**src/hw/mpd_cfg.svh**
```systemverilog
// Offsets, field positions, reset values and masks for the motor pin and device setup registers
`ifndef MPD_CFG_SVH
`define MPD_CFG_SVH

// ----------------------------------------------------------------
// Register offsets and reset values
// ----------------------------------------------------------------
`define MPD_SYS_OFS      8'ha6
`define MPD_PIN_OFS      8'ha4
`define MPD_SYS_RST      32'h0000_0000
`define MPD_PIN_RST      32'h0000_0000
// Reserved bit and key field never read back
`define MPD_SYS_RD_MASK  32'hbff0_001f

// ----------------------------------------------------------------
// Pin function setup fields
// ----------------------------------------------------------------
`define MPD_TACH_HI      8
`define MPD_TACH_LO      7
`define MPD_BRK_ACT_BIT  5
`define MPD_HOLD_BIT     4
`define MPD_BRK_SRC_HI   3
`define MPD_BRK_SRC_LO   2
`define MPD_SPD_HI       1
`define MPD_SPD_LO       0

// ----------------------------------------------------------------
// System setup word fields
// ----------------------------------------------------------------
`define MPD_RSV_BIT      30
`define MPD_MON_HI       29
`define MPD_MON_LO       28
`define MPD_DITH_BIT     27
`define MPD_TADDR_HI     26
`define MPD_TADDR_LO     20
`define MPD_KEY_HI       19
`define MPD_KEY_LO       5
`define MPD_PULL_BIT     2
`define MPD_SUP_HI       1
`define MPD_SUP_LO       0

`endif

```
**src/hw/mpd_pkg.sv**
```systemverilog
// Types shared by the motor pin and device setup register block
package mpd_pkg;

  typedef enum logic [1:0] {
    TACH_HOLD_LAST = 2'b00,
    TACH_FORCE_HI  = 2'b01,
    TACH_FORCE_LO  = 2'b10,
    TACH_TILL_BEMF = 2'b11
  } mpd_tach_mode_t;

  typedef enum logic [1:0] {
    BRK_SRC_PIN   = 2'b00,
    BRK_SRC_FORCE = 2'b01,
    BRK_SRC_NONE  = 2'b10,
    BRK_SRC_PIN3  = 2'b11
  } mpd_brake_src_t;

  typedef enum logic [1:0] {
    SPD_ANALOG = 2'b00,
    SPD_DUTY   = 2'b01,
    SPD_BUS    = 2'b10,
    SPD_FREQ   = 2'b11
  } mpd_speed_src_t;

  typedef enum logic [1:0] {
    MON_CONV_TWO = 2'b00,
    MON_PHASE_A  = 2'b01,
    MON_PHASE_B  = 2'b10,
    MON_PHASE_C  = 2'b11
  } mpd_mon_sel_t;

  typedef enum logic [1:0] {
    SUP_15V = 2'b00,
    SUP_30V = 2'b01,
    SUP_40V = 2'b10,
    SUP_NA  = 2'b11
  } mpd_supply_t;

endpackage

```
**src/hw/mpd_cfg_if.sv**
```systemverilog
// Setup fields from the register bank, plus back-EMF level and threshold inputs, carried to the tach and brake helpers
interface mpd_cfg_if #(parameter int BEMF_W = 12);
  mpd_pkg::mpd_tach_mode_t tach_mode;
  logic [BEMF_W-1:0]       backemf;
  logic [BEMF_W-1:0]       bemf_thr;
  mpd_pkg::mpd_brake_src_t brake_src;
  logic                    brake_align_sel;

  modport drv (output tach_mode, backemf, bemf_thr, brake_src, brake_align_sel);
  modport sink (input tach_mode, backemf, bemf_thr, brake_src, brake_align_sel);
endinterface

```
**src/hw/mpd_tach_ctl.sv**
```systemverilog
// Tach output behaviour in and out of fault
module mpd_tach_ctl (
  input  wire logic mclk_i,
  input  wire logic rst_b_i,
  mpd_cfg_if.sink   cfg,
  input  wire logic fault_i,
  input  wire logic tach_raw_i,
  output logic      tach_o
);
  import mpd_pkg::*;

  typedef enum logic [1:0] {
    ST_RUN    = 2'b00,
    ST_FOLLOW = 2'b01,
    ST_FROZEN = 2'b10
  } mpd_tach_st_t;

  mpd_tach_st_t st_reg;
  mpd_tach_st_t st_next;
  logic         tach_next;
  wire          bemf_low = cfg.backemf < cfg.bemf_thr;

  always_comb begin
    st_next   = st_reg;
    tach_next = tach_o;
    case (st_reg)
      ST_RUN: begin
        tach_next = tach_raw_i;
        if (fault_i) st_next = ST_FOLLOW;
      end
      ST_FOLLOW, ST_FROZEN: begin
        case (cfg.tach_mode)
          TACH_HOLD_LAST: tach_next = tach_o;
          TACH_FORCE_HI:  tach_next = 1'b1;
          TACH_FORCE_LO:  tach_next = 1'b0;
          default: tach_next = (st_reg == ST_FOLLOW && !bemf_low) ? tach_raw_i : tach_o;
        endcase
        if (!fault_i) st_next = ST_RUN;
        else if (st_reg == ST_FOLLOW && bemf_low) st_next = ST_FROZEN;
      end
      default: st_next = ST_RUN;
    endcase
  end

  always_ff @(posedge mclk_i or negedge rst_b_i) begin
    if (!rst_b_i) begin
      st_reg <= ST_RUN;
      tach_o <= 1'b0;
    end else begin
      st_reg <= st_next;
      tach_o <= tach_next;
    end
  end

  property p_tach_force_hi;
    @(posedge mclk_i) disable iff (!rst_b_i)
      (st_reg != ST_RUN && fault_i && cfg.tach_mode == TACH_FORCE_HI) |=> tach_o;
  endproperty
  a_tach_force_hi: assert property (p_tach_force_hi) else $error("tach not forced high");

  property p_tach_force_lo;
    @(posedge mclk_i) disable iff (!rst_b_i)
      (st_reg != ST_RUN && cfg.tach_mode == TACH_FORCE_LO) |=> !tach_o;
  endproperty
  a_tach_force_lo: assert property (p_tach_force_lo) else $error("tach not forced low");

  property p_tach_hold;
    @(posedge mclk_i) disable iff (!rst_b_i)
      (st_reg != ST_RUN && cfg.tach_mode == TACH_HOLD_LAST) |=> $stable(tach_o);
  endproperty
  a_tach_hold: assert property (p_tach_hold) else $error("tach did not hold");

  property p_tach_follow;
    @(posedge mclk_i) disable iff (!rst_b_i)
      (st_reg == ST_FOLLOW && cfg.tach_mode == TACH_TILL_BEMF && !bemf_low)
        |=> tach_o == $past(tach_raw_i);
  endproperty
  a_tach_follow: assert property (p_tach_follow) else $error("tach stopped early");
endmodule

```
**src/hw/mpd_brake_ctl.sv**
```systemverilog
// Brake request selection between pin and override
module mpd_brake_ctl (
  input  wire logic mclk_i,
  input  wire logic rst_b_i,
  mpd_cfg_if.sink   cfg,
  input  wire logic brake_pin_sync_i,
  output logic      brake_lowside_o,
  output logic      brake_align_o
);
  import mpd_pkg::*;

  logic brake_req;

  always_comb begin
    case (cfg.brake_src)
      BRK_SRC_FORCE: brake_req = 1'b1;
      BRK_SRC_NONE:  brake_req = 1'b0;
      default:       brake_req = brake_pin_sync_i;
    endcase
  end

  always_ff @(posedge mclk_i or negedge rst_b_i) begin
    if (!rst_b_i) begin
      brake_lowside_o <= 1'b0;
      brake_align_o   <= 1'b0;
    end else begin
      brake_lowside_o <= brake_req & ~cfg.brake_align_sel;
      brake_align_o   <= brake_req & cfg.brake_align_sel;
    end
  end

  property p_brake_none;
    @(posedge mclk_i) disable iff (!rst_b_i)
      cfg.brake_src == BRK_SRC_NONE |=> !brake_lowside_o && !brake_align_o;
  endproperty
  a_brake_none: assert property (p_brake_none) else $error("brake while override off");

  property p_brake_pin;
    @(posedge mclk_i) disable iff (!rst_b_i)
      (cfg.brake_src == BRK_SRC_PIN || cfg.brake_src == BRK_SRC_PIN3)
        |=> (brake_lowside_o | brake_align_o) == $past(brake_pin_sync_i);
  endproperty
  a_brake_pin: assert property (p_brake_pin) else $error("brake not from pin");
endmodule

```
**src/hw/mpd_top.sv**
```systemverilog
// Pin function and system setup register bank for the sensorless motor drive
//
// Overview of operation
// - Tach fault code holds, forces high, forces low
// - Code three keeps tach toggling until back-EMF low
// - Brake source zero or three follows brake pin
// - Source one forces brake; bit five picks action
// - Source two ignores pin, never brakes
// - Hold angle bit: last angle or fixed angle
// - Speed source: analog, duty, bus, frequency
// - Monitor select: converter two, phases A, B, C
// - Dither bit: triangular sweep or random
// - Software writes key to lock/unlock storage
// - Key field always reads zero
// - Pull-up bit enables fault and tach pull-ups
// - Supply range code sets maximum bus voltage
`include "mpd_cfg.svh"

module mpd_top #(
  parameter int BEMF_W = 12,
  parameter int MON_W  = 10
) (
  input  wire logic                   mclk_i,
  input  wire logic                   rst_b_i,
  // Register access from the serial target engine
  input  wire logic [7:0]             reg_addr_i,
  input  wire logic                   reg_wr_i,
  input  wire logic [31:0]            reg_wdata_i,
  input  wire logic                   reg_rd_i,
  output logic      [31:0]            reg_rdata_o,
  output logic                        reg_ack_o,
  // Motor control side
  input  wire logic                   fault_i,
  input  wire logic                   tach_raw_i,
  input  wire logic [BEMF_W-1:0]      backemf_i,
  input  wire logic [BEMF_W-1:0]      backemf_tach_threshold_i,
  input  wire logic                   brake_pin_i,
  input  wire logic [MON_W-1:0]       monitor_converter_out_two_i,
  input  wire logic [MON_W-1:0]       phase_a_sense_out_i,
  input  wire logic [MON_W-1:0]       phase_b_sense_out_i,
  input  wire logic [MON_W-1:0]       phase_c_sense_out_i,
  output logic                        tach_output_o,
  output logic                        brake_lowside_o,
  output logic                        brake_align_o,
  output logic                        hold_angle_fixed_o,
  output mpd_pkg::mpd_speed_src_t     speed_ref_source_o,
  output logic      [MON_W-1:0]       monitor_out_o,
  output logic                        dither_random_o,
  output logic      [14:0]            lock_key_o,
  output logic                        lock_key_stb_o,
  output logic                        pullup_en_o,
  output mpd_pkg::mpd_supply_t        supply_rail_range_o,
  output logic      [6:0]             serial_target_addr_o,
  output logic      [1:0]             serial_slew_o
);
  import mpd_pkg::*;

  // ----------------------------------------------------------------
  // Address decode
  // ----------------------------------------------------------------
  wire hit_sys = reg_addr_i == `MPD_SYS_OFS;
  wire hit_pin = reg_addr_i == `MPD_PIN_OFS;
  wire wr_sys  = reg_wr_i & hit_sys;
  wire wr_pin  = reg_wr_i & hit_pin;

  logic [31:0] sys_reg;
  logic [31:0] pin_reg;
  logic [31:0] sys_next;
  logic [31:0] pin_next;
  logic [31:0] rdata_next;

  // Key and reserved bits are never stored, so they cannot leak back on a read
  assign sys_next = wr_sys ? (reg_wdata_i & `MPD_SYS_RD_MASK) : sys_reg;
  assign pin_next = wr_pin ? reg_wdata_i : pin_reg;

  // Unmapped addresses read as zero
  assign rdata_next = hit_sys ? (sys_reg & `MPD_SYS_RD_MASK) :
                      hit_pin ? pin_reg : 32'h0000_0000;

  // ----------------------------------------------------------------
  // Register storage and bus answer
  // ----------------------------------------------------------------
  always_ff @(posedge mclk_i or negedge rst_b_i) begin
    if (!rst_b_i) begin
      sys_reg     <= `MPD_SYS_RST;
      pin_reg     <= `MPD_PIN_RST;
      reg_rdata_o <= 32'h0000_0000;
      reg_ack_o   <= 1'b0;
    end else begin
      sys_reg     <= sys_next;
      pin_reg     <= pin_next;
      reg_rdata_o <= reg_rd_i ? rdata_next : reg_rdata_o;
      reg_ack_o   <= reg_rd_i | reg_wr_i;
    end
  end

  // ----------------------------------------------------------------
  // Storage lock key hand-off
  // ----------------------------------------------------------------
  // The key is passed on as written; whether it matches is judged by the storage controller
  always_ff @(posedge mclk_i or negedge rst_b_i) begin
    if (!rst_b_i) begin
      lock_key_o     <= 15'h0000;
      lock_key_stb_o <= 1'b0;
    end else begin
      lock_key_stb_o <= wr_sys;
      if (wr_sys) lock_key_o <= reg_wdata_i[`MPD_KEY_HI:`MPD_KEY_LO];
    end
  end

  // ----------------------------------------------------------------
  // Brake pin synchroniser
  // ----------------------------------------------------------------
  logic brake_meta_reg;
  logic brake_sync_reg;

  always_ff @(posedge mclk_i or negedge rst_b_i) begin
    if (!rst_b_i) begin
      brake_meta_reg <= 1'b0;
      brake_sync_reg <= 1'b0;
    end else begin
      brake_meta_reg <= brake_pin_i;
      brake_sync_reg <= brake_meta_reg;
    end
  end

  // ----------------------------------------------------------------
  // Helpers for tach and brake
  // ----------------------------------------------------------------
  mpd_cfg_if #(.BEMF_W(BEMF_W)) cfg_if ();

  assign cfg_if.tach_mode       = mpd_tach_mode_t'(pin_reg[`MPD_TACH_HI:`MPD_TACH_LO]);
  assign cfg_if.backemf         = backemf_i;
  assign cfg_if.bemf_thr        = backemf_tach_threshold_i;
  assign cfg_if.brake_src       = mpd_brake_src_t'(pin_reg[`MPD_BRK_SRC_HI:`MPD_BRK_SRC_LO]);
  assign cfg_if.brake_align_sel = pin_reg[`MPD_BRK_ACT_BIT];

  mpd_tach_ctl u_tach (
    .mclk_i     (mclk_i),
    .rst_b_i    (rst_b_i),
    .cfg        (cfg_if),
    .fault_i    (fault_i),
    .tach_raw_i (tach_raw_i),
    .tach_o     (tach_output_o)
  );

  mpd_brake_ctl u_brake (
    .mclk_i           (mclk_i),
    .rst_b_i          (rst_b_i),
    .cfg              (cfg_if),
    .brake_pin_sync_i (brake_sync_reg),
    .brake_lowside_o  (brake_lowside_o),
    .brake_align_o    (brake_align_o)
  );

  // ----------------------------------------------------------------
  // Monitor routing and setup outputs
  // ----------------------------------------------------------------
  wire mpd_mon_sel_t mon_sel = mpd_mon_sel_t'(sys_reg[`MPD_MON_HI:`MPD_MON_LO]);
  logic [MON_W-1:0]  mon_pick;

  always_comb begin
    case (mon_sel)
      MON_PHASE_A: mon_pick = phase_a_sense_out_i;
      MON_PHASE_B: mon_pick = phase_b_sense_out_i;
      MON_PHASE_C: mon_pick = phase_c_sense_out_i;
      default:     mon_pick = monitor_converter_out_two_i;
    endcase
  end

  always_ff @(posedge mclk_i or negedge rst_b_i) begin
    if (!rst_b_i) begin
      monitor_out_o        <= '0;
      hold_angle_fixed_o   <= 1'b0;
      speed_ref_source_o   <= SPD_ANALOG;
      dither_random_o      <= 1'b0;
      pullup_en_o          <= 1'b0;
      supply_rail_range_o  <= SUP_15V;
      serial_target_addr_o <= 7'h00;
      serial_slew_o        <= 2'b00;
    end else begin
      monitor_out_o        <= mon_pick;
      hold_angle_fixed_o   <= pin_reg[`MPD_HOLD_BIT];
      speed_ref_source_o   <= mpd_speed_src_t'(pin_reg[`MPD_SPD_HI:`MPD_SPD_LO]);
      dither_random_o      <= sys_reg[`MPD_DITH_BIT];
      pullup_en_o          <= sys_reg[`MPD_PULL_BIT];
      supply_rail_range_o  <= mpd_supply_t'(sys_reg[`MPD_SUP_HI:`MPD_SUP_LO]);
      serial_target_addr_o <= sys_reg[`MPD_TADDR_HI:`MPD_TADDR_LO];
      serial_slew_o        <= sys_reg[4:3];
    end
  end

  // ----------------------------------------------------------------
  // Assertions
  // ----------------------------------------------------------------
  property p_key_reads_zero;
    @(posedge mclk_i) disable iff (!rst_b_i)
      (reg_rd_i && hit_sys) |=> reg_rdata_o[`MPD_KEY_HI:`MPD_KEY_LO] == 15'h0000;
  endproperty
  a_key_reads_zero: assert property (p_key_reads_zero) else $error("key field read back");

  property p_rsv_reads_zero;
    @(posedge mclk_i) disable iff (!rst_b_i)
      (reg_rd_i && hit_sys) |=> !reg_rdata_o[`MPD_RSV_BIT];
  endproperty
  a_rsv_reads_zero: assert property (p_rsv_reads_zero) else $error("reserved bit set");

  property p_key_strobe;
    @(posedge mclk_i) disable iff (!rst_b_i)
      wr_sys |=> lock_key_stb_o && lock_key_o == $past(reg_wdata_i[`MPD_KEY_HI:`MPD_KEY_LO]);
  endproperty
  a_key_strobe: assert property (p_key_strobe) else $error("key not passed on");

  property p_pullup_follows;
    @(posedge mclk_i) disable iff (!rst_b_i)
      wr_sys |-> ##2 pullup_en_o == $past(reg_wdata_i[`MPD_PULL_BIT], 2);
  endproperty
  a_pullup_follows: assert property (p_pullup_follows) else $error("pull-up not applied");

  property p_supply_follows;
    @(posedge mclk_i) disable iff (!rst_b_i)
      wr_sys |-> ##2 supply_rail_range_o == $past(reg_wdata_i[`MPD_SUP_HI:`MPD_SUP_LO], 2);
  endproperty
  a_supply_follows: assert property (p_supply_follows) else $error("supply range wrong");

  property p_taddr_follows;
    @(posedge mclk_i) disable iff (!rst_b_i)
      wr_sys |-> ##2 serial_target_addr_o == $past(reg_wdata_i[`MPD_TADDR_HI:`MPD_TADDR_LO], 2);
  endproperty
  a_taddr_follows: assert property (p_taddr_follows) else $error("target address wrong");

  property p_dither_follows;
    @(posedge mclk_i) disable iff (!rst_b_i)
      wr_sys |-> ##2 dither_random_o == $past(reg_wdata_i[`MPD_DITH_BIT], 2);
  endproperty
  a_dither_follows: assert property (p_dither_follows) else $error("dither mode wrong");

  property p_speed_src;
    @(posedge mclk_i) disable iff (!rst_b_i)
      wr_pin |-> ##2 speed_ref_source_o == $past(reg_wdata_i[`MPD_SPD_HI:`MPD_SPD_LO], 2);
  endproperty
  a_speed_src: assert property (p_speed_src) else $error("speed source wrong");

  property p_hold_angle;
    @(posedge mclk_i) disable iff (!rst_b_i)
      wr_pin |-> ##2 hold_angle_fixed_o == $past(reg_wdata_i[`MPD_HOLD_BIT], 2);
  endproperty
  a_hold_angle: assert property (p_hold_angle) else $error("hold angle source wrong");

  property p_force_brake;
    @(posedge mclk_i) disable iff (!rst_b_i)
      pin_reg[`MPD_BRK_SRC_HI:`MPD_BRK_SRC_LO] == 2'b01
        |=> (brake_align_o == $past(pin_reg[`MPD_BRK_ACT_BIT]))
            && (brake_lowside_o == !$past(pin_reg[`MPD_BRK_ACT_BIT]));
  endproperty
  a_force_brake: assert property (p_force_brake) else $error("forced brake wrong");

  property p_monitor_a;
    @(posedge mclk_i) disable iff (!rst_b_i)
      mon_sel == MON_PHASE_A |=> monitor_out_o == $past(phase_a_sense_out_i);
  endproperty
  a_monitor_a: assert property (p_monitor_a) else $error("monitor not phase A");

  property p_monitor_conv;
    @(posedge mclk_i) disable iff (!rst_b_i)
      mon_sel == MON_CONV_TWO |=> monitor_out_o == $past(monitor_converter_out_two_i);
  endproperty
  a_monitor_conv: assert property (p_monitor_conv) else $error("monitor not converter");

  property p_monitor_b;
    @(posedge mclk_i) disable iff (!rst_b_i)
      mon_sel == MON_PHASE_B |=> monitor_out_o == $past(phase_b_sense_out_i);
  endproperty
  a_monitor_b: assert property (p_monitor_b) else $error("monitor not phase B");

  property p_monitor_c;
    @(posedge mclk_i) disable iff (!rst_b_i)
      mon_sel == MON_PHASE_C |=> monitor_out_o == $past(phase_c_sense_out_i);
  endproperty
  a_monitor_c: assert property (p_monitor_c) else $error("monitor not phase C");

  property p_key_not_stored;
    @(posedge mclk_i) disable iff (!rst_b_i)
      wr_sys |=> sys_reg[`MPD_KEY_HI:`MPD_KEY_LO] == 15'h0000;
  endproperty
  a_key_not_stored: assert property (p_key_not_stored) else $error("key kept in register");

  property p_rsv_ignores_write;
    @(posedge mclk_i) disable iff (!rst_b_i)
      wr_sys |=> !sys_reg[`MPD_RSV_BIT];
  endproperty
  a_rsv_ignores_write: assert property (p_rsv_ignores_write) else $error("reserved bit stored");

  property p_key_no_strobe;
    @(posedge mclk_i) disable iff (!rst_b_i)
      !wr_sys |=> !lock_key_stb_o;
  endproperty
  a_key_no_strobe: assert property (p_key_no_strobe) else $error("key strobe without write");

  property p_sys_read_masked;
    @(posedge mclk_i) disable iff (!rst_b_i)
      (reg_rd_i && hit_sys) |=> reg_rdata_o == ($past(sys_reg) & `MPD_SYS_RD_MASK);
  endproperty
  a_sys_read_masked: assert property (p_sys_read_masked) else $error("system read wrong");
endmodule

```
**config.mk**
```make
export PLATFORM = sky130hd
export DESIGN_NAME = mpd_top
export DESIGN_NICKNAME = d
export VERILOG_FILES = /design/src/hw/mpd_pkg.sv /design/src/hw/mpd_cfg_if.sv /design/src/hw/mpd_tach_ctl.sv /design/src/hw/mpd_brake_ctl.sv /design/src/hw/mpd_top.sv
export VERILOG_INCLUDE_DIRS = /design/src /design/src/hw
export SDC_FILE = /design/constraint.sdc
export NUM_CORES = 1
export LEC_CHECK = 0
export BUFFER_PORTS_ARGS = -buffer_cell sky130_fd_sc_hd__clkbuf_2
export CORE_ASPECT_RATIO = 0.8
export CORE_MARGIN = 2
export CORE_UTILIZATION = 45
export CTS_CLUSTER_SIZE = 28
export DETAILED_ROUTE_END_ITERATION = 12
export PLACE_DENSITY = 0.85
export SLEW_MARGIN = 15
export SYNTH_ARGS = -nofsm -noshare
export SYNTH_HDL_FRONTEND = slang
export SYNTH_SLANG_ARGS = --single-unit
```
**constraint.sdc**
```tcl
create_clock -name mclk_i -period 1.75 [get_ports mclk_i]
set_input_delay 0.175 -clock mclk_i [delete_from_list [all_inputs] [get_ports mclk_i]]
set_output_delay 0.175 -clock mclk_i [all_outputs]
set_load 0.05 [all_outputs]
```
# [Word level (Yosys, flattened, before mapping)]
# Index checks and enable logic that the tools add are counted.
# Widths: inputs -> output; s select.
[totals] reg_bits=130 latchBits=0 ramBits=0 romBits=0 output_inout_bits=78 memories=0
[classes] add_sub_neg=0 multipliers=0 div_mod_pow=0 n_lt_le_gt_ge=1 eq_ne=15 shifts=0 n_mux=11 bitwise_logic=6 reduce_logical=9
[ops] op="$mux 32" count=2
[ops] op="$pmux 10 s3" count=1
[ops] op="$eq 8x8->1 const B" count=2
[ops] op="$lt 12x12->1" count=1
[ops] op="$eq 2x2->1 const B" count=5
[ops] op="$eq 2x1->1 const B" count=4
[ops] op="$mux 2" count=3
[ops] op="$and 1x1->1" count=4
[ops] op="$logic_not 2->1" count=2
[ops] op="$ne 2x2->1 const B" count=2
[ops] op="$ne 4x3->1 const B" count=1
[ops] op="$pmux 1 s2" count=2
[ops] op="$pmux 2 s2" count=1
[ops] op="$ne 3x2->1 const B" count=1
[ops] op="$pmux 1 s3" count=1
[ops] op="$reduce_and 3->1" count=1
[ops] op="$logic_and 1x1->1" count=2
[ops] op="$reduce_and 2->1" count=1
[ops] op="$reduce_bool 2->1" count=1
[ops] op="$reduce_or 2->1" count=1
[ops] op="$logic_not 1->1" count=1
[ops] op="$mux 1" count=1
[ops] op="$not 1->1" count=1
[ops] op="$or 1x1->1" count=1

# [Longest topological paths before layout]
[logic_depth] depth_word=6 ltp_mapped=7 mapped_depth_nobuf=7

# [Modules after synthesis]
# From an unflattened synthesis, not the netlist that was laid out.
[unflattened] cells_unflattened=422 hier_area_um2=5683.0
[by_module_without_submodules] mod="mpd_top" instances=1 cells_each=339 area_per_inst_um2=5007.3
[by_module_without_submodules] mod="mpd_tach_ctl" instances=1 cells_each=76 area_per_inst_um2=589.3
[by_module_without_submodules] mod="mpd_brake_ctl" instances=1 cells_each=7 area_per_inst_um2=86.3

# [Worst setup path before layout]
# No wires, ideal clock.
[synth_path] kind="input -> register" start="input port backemf_tach_threshold_i[10]" end="register u_tach.tach_o" arrival_time_ns=1.598 required_ns=1.624 path_slack_ns=0.027 path_stages=7 n_path_buf=0 cell_sequence="inv_1 -> ha_1 -> a21oi_1 -> nor2b_1 -> a2111o_1 -> or2_1 -> o311a_1"
[synth_via] elab_chain_cells=5
[synth_lines] element="start, declared" line="mpd_top.sv:36" text="input wire logic [BEMF_W-1:0] backemf_tach_threshold_i,"
[synth_lines] element="$lt 12x12->1" line="mpd_tach_ctl.sv:21" text="wire bemf_low = cfg.backemf < cfg.bemf_thr;"
[synth_lines] element="$logic_not 1->1" line="mpd_tach_ctl.sv:36" text="default: tach_next = (st_reg == ST_FOLLOW && !bemf_low) ? tach_raw_i : tach_o;"
[synth_lines] element="$logic_and 1x1->1" line="mpd_tach_ctl.sv:36"
[synth_lines] element="$ne 4x3->1 (no source line)"
[synth_lines] element="$reduce_and 3->1 (no source line)"
[synth_lines] element="end signal, assigned" line="mpd_tach_ctl.sv:51" text="tach_o <= tach_next;"
[synth_lines] element="end, declared" line="mpd_tach_ctl.sv:8" text="output logic tach_o"
# Every way passes these cells.
# A chain may end at the register's enable or synchronous reset.

# [Final worst setup path]
[layout_path] start="register u_tach.st_reg[0]" end="register u_tach.st_reg[1]"
[layout_via] elab_chain_cells=4
[layout_lines] element="start, declared" line="mpd_tach_ctl.sv:18" text="mpd_tach_st_t st_reg;"
[layout_lines] element="start signal, assigned" line="mpd_tach_ctl.sv:50" text="st_reg <= st_next;"
[layout_lines] element="$eq 2x2->1 / $eq 2x1->1 (equally long branches)" line="mpd_tach_ctl.sv:26, mpd_tach_ctl.sv:39"
[layout_lines] element="$reduce_or 2->1 / $logic_and 1x1->1 (equally long branches)" line="mpd_tach_ctl.sv:26, mpd_tach_ctl.sv:39"
[layout_lines] element="$ne 3x2->1 (no source line)"
[layout_lines] element="$reduce_and 2->1 (no source line)"
# Several ways; a longest one is shown, not always the timed one.

==> flow_summary_export.csv <==
group,metric,value,unit
finish,drive_above_1_share,50.5,%
routing,antenna_left,0,
placed_design,dp.cells,734,
timing,setup_viol,0,
power_and_ir_drop,power_density,1090,nW/um2
placed_design,hpwl,8.92,mm
routing,via_count,3871,
timing,skew,0.0127,ns
floorplan,die_h,102,um
outcome,status,"finished, final reports clean",
placed_design,pre_cts_ws,-0.153,ns
finish,fin_nets,738,
placed_design,portBuffers,188,
power_and_ir_drop,vdd_drop_max,672,uV
synthesis,synth_area_leaders,"dfrtp_1, mux2_2, ha_1",
clock_tree,cts_htree_levels,4,
synthesis,synth-seq-cells,130,
timing,post-route-period-util,94.7,%
synthesis,syn_nets,528,
setup_path,r2r_end,"u_tach.st_reg[1]$_DFFE_PN0P_",
synthesis,yosys-top-cells-count,"dfrtp_1, mux2_2, inv_1, nand2_1",
clock_tree,clockBufferDepth,2,
synthesis,syn_area,5390,um2
floorplan,die-area,12900,um2
setup_path,reg2reg_depth,6,
routing,drc_errors,0,
global_routing,grtUsageTotal,19.7,%
setup_path,worstSetupStartpointType,"flip-flop",
clock_tree,clkSinkCount,130,
setup_path,cp-end-kind,"flip-flop",
timing,hold_viol,0,
worst_hold_path,hold-path-endpoint,"pin_reg[5]$_DFFE_PN0P_",
finish,area_growth,35.0,%
placed_design,gp_congestion,0.784,
floorplan,coreArea,11600,um2
finish,num_antenna_cells,0,
timing,rsz0062_at_grt,"no",
synthesis,ys.flop_type,"dfrtp_1",
timing,slew_headroom,56.0,%
global_routing,grt_max_degree,77,
placed_design,place_area,6630,um2
timing,fin_crit,1.66,ns
setup_path,crit_start,"u_tach.st_reg[0]$_DFFE_PN0P_",
clock_tree,cts_tree,"yes",
synthesis,yosysSeqAreaShare,60.4,%
synthesis,synth_area_per_cell,13.5,um2
routing,routed_via_density,5.03,
worst_hold_path,hold_depth,2,
finish,fillers,875,
floorplan,initial_core_util,46.4,%
setup_path,r2r-start,"u_tach.st_reg[0]$_DFFE_PN0P_",
synthesis,synthCells,399,
floorplan,ios,189,
synthesis,yosysWarnings,0,
clock_tree,cts_root_buf,"clkbuf_16",
synthesis,ys_async_sr_fraction,100,%
global_routing,first_global_vias,4114,
timing,max_clock_freq,603,MHz
routing,drt_pre_antenna_iters,4,
timing,drv_slew,0,
worst_hold_path,holdCritPathClass,"in -> reg",
power_and_ir_drop,leakagePower,3.87,nW
synthesis,synth_edf_count,0,
routing,routed_wl,12.5,mm
job,max_cap_viol_count,0,
floorplan,rows,35,
setup_path,r2r_setup_slack,0.09,ns
timing,worstMarginPinSlew,0.661,ns
setup_path,cp.required,2.02,ns
synthesis,yosys.area.top_type_share,60.4,%
clock_tree,clk_latency,0.41,ns
worst_hold_path,hold_start,"reg_wdata_i[5]",
finish,ff_latch_area,3250,um2
timing,fin_ws,0.0922,ns
floorplan,die_width,126,um
setup_path,path_class,"reg -> reg",
routing,wire_per_inst,16.3,um
setup_path,cp.arrival,1.93,ns
synthesis,synth_cell_type_count,34,
finish,stdcell_area,7280,um2
global_routing,gr-total-overflow,0,
setup_path,path_max_fanout,5,
finish,finalNonFillerCells,770,
global_routing,grt_pass1_wl,19.6,mm
clock_tree,cts_made_buffers,17,
synthesis,synth_most_common_cell,"dfrtp_1",
clock_tree,clk_pin_slew,0.06,ns
routing,drt_iter0_drc,179,
global_routing,antenna_found_initial,0,
clock_tree,cts_setup_buffers,0,
finish,multi_input_area,1910,um2
synthesis,synth_top_area_cell,"dfrtp_1",
==> layer usage <==
layer	track usage, %	vias to the layer above	wire (um)
li1	-	1803	-
met1	22.8	1925	4990
met2	35.2	127	6630
met3	5.65	16	705
met4	7.52	0	204
met5	0	-	0
==> area by class of cell <==
cell class	count	area share (%)
Clock inverter	14	2.10
Inverter	50	2.58
Clock buffer	18	5.90
Timing Repair Buffer	207	15.9
Multi-Input combinational cell	203	26.2
Sequential cell	130	44.7
Tap cell	148	2.55
==> power breakdown <==
group / leakage, nW / internal (mW) / switching (mW)
logic: 1.82 / 0.493 / 0.692
clock network: 0.285 / 2.11 / 1.34
registers: 1.76 / 3.16 / 0.108
==> worst max-delay path by stage <==
stage | slack (ns) | to | cells after the start
finish | 0.09 | u_tach.st_reg[1]$_DFFE_PN0P_ | 6
global route | 0.007 | u_tach.tach_o$_DFFE_PN0P_ | 6
CTS | 0.01 | u_tach.st_reg[1]$_DFFE_PN0P_ | 7
detailed placement | -0.15 | u_tach.st_reg[1]$_DFFE_PN0P_ | 8
global placement | -0.07 | u_tach.tach_o$_DFFE_PN0P_ | 7
floorplan | 0.03 | u_tach.tach_o$_DFFE_PN0P_ | 7
==> layout by cell type (no fill, tap or decap), types with 2 or more instances in the layout <==
| master | instances |
|---|---|
| mux4_2 | 10 |
| buf_12 | 5 |
| a21oi_1 | 3 |
| bufinv_16 | 2 |
| clkinv_2 | 3 |
| ha_4 | 2 |
| dlygate4sd3_1 | 4 |
| o21ai_0 | 18 |
| nand2_1 | 19 |
| inv_1 | 49 |
| nand3_1 | 2 |
| clkbuf_2 | 187 |
| inv_6 | 4 |
| dfrtp_1 | 130 |
| mux2_1 | 2 |
| o2111ai_1 | 2 |
| nor2b_1 | 2 |
| clkbuf_16 | 17 |
| o211ai_1 | 2 |
| nor2_1 | 8 |
| ha_1 | 15 |
| nand3b_1 | 4 |
| buf_4 | 11 |
| mux2_2 | 62 |
| clkinv_4 | 4 |
| nand2b_1 | 2 |
| o22ai_1 | 17 |
| mux2i_1 | 17 |
==> critical path, stage by stage (launching register included) <==
cell and delay [ns]:
dfrtp_1 0.46, ha_4 0.17, inv_1 0.04, a2111o_1 0.32, buf_4 0.15, o2111ai_1 0.22
o211ai_1 0.15
==> through the flow <==
stage	util, %	TNS [ns]	total power, mW	hold WS [ns]
2_1_floorplan	-	0	4.01	-0.121
3_3_place_gp	57.1	-0.135	4.40	0.194
3_5_place_dp	57.1	-0.371	4.47	0.202
4_1_cts	62.5	0	7.94	0.000454
5_1_grt	62.7	0	8.23	0.0113
6_report	62.7	0	7.90	0.00705
==> kinds of logic after synthesis <==
group                    synth area share (%)
AO/OA/AOI/OAI                            5.45
adder cells (fa/ha/maj)                  4.18
buffers and inverters                    4.83
flip-flops                               60.4
multiplexers                             20.7
AND/OR/NAND/NOR                          4.48
==> repair_timing <==
item                                    CTS  global route
endpoints found under the setup margin    0             3
hold buffers                              4             0
hold endpoints to repair                133             0
resized for setup                         0             5
(Power assumes the default switching activity.)
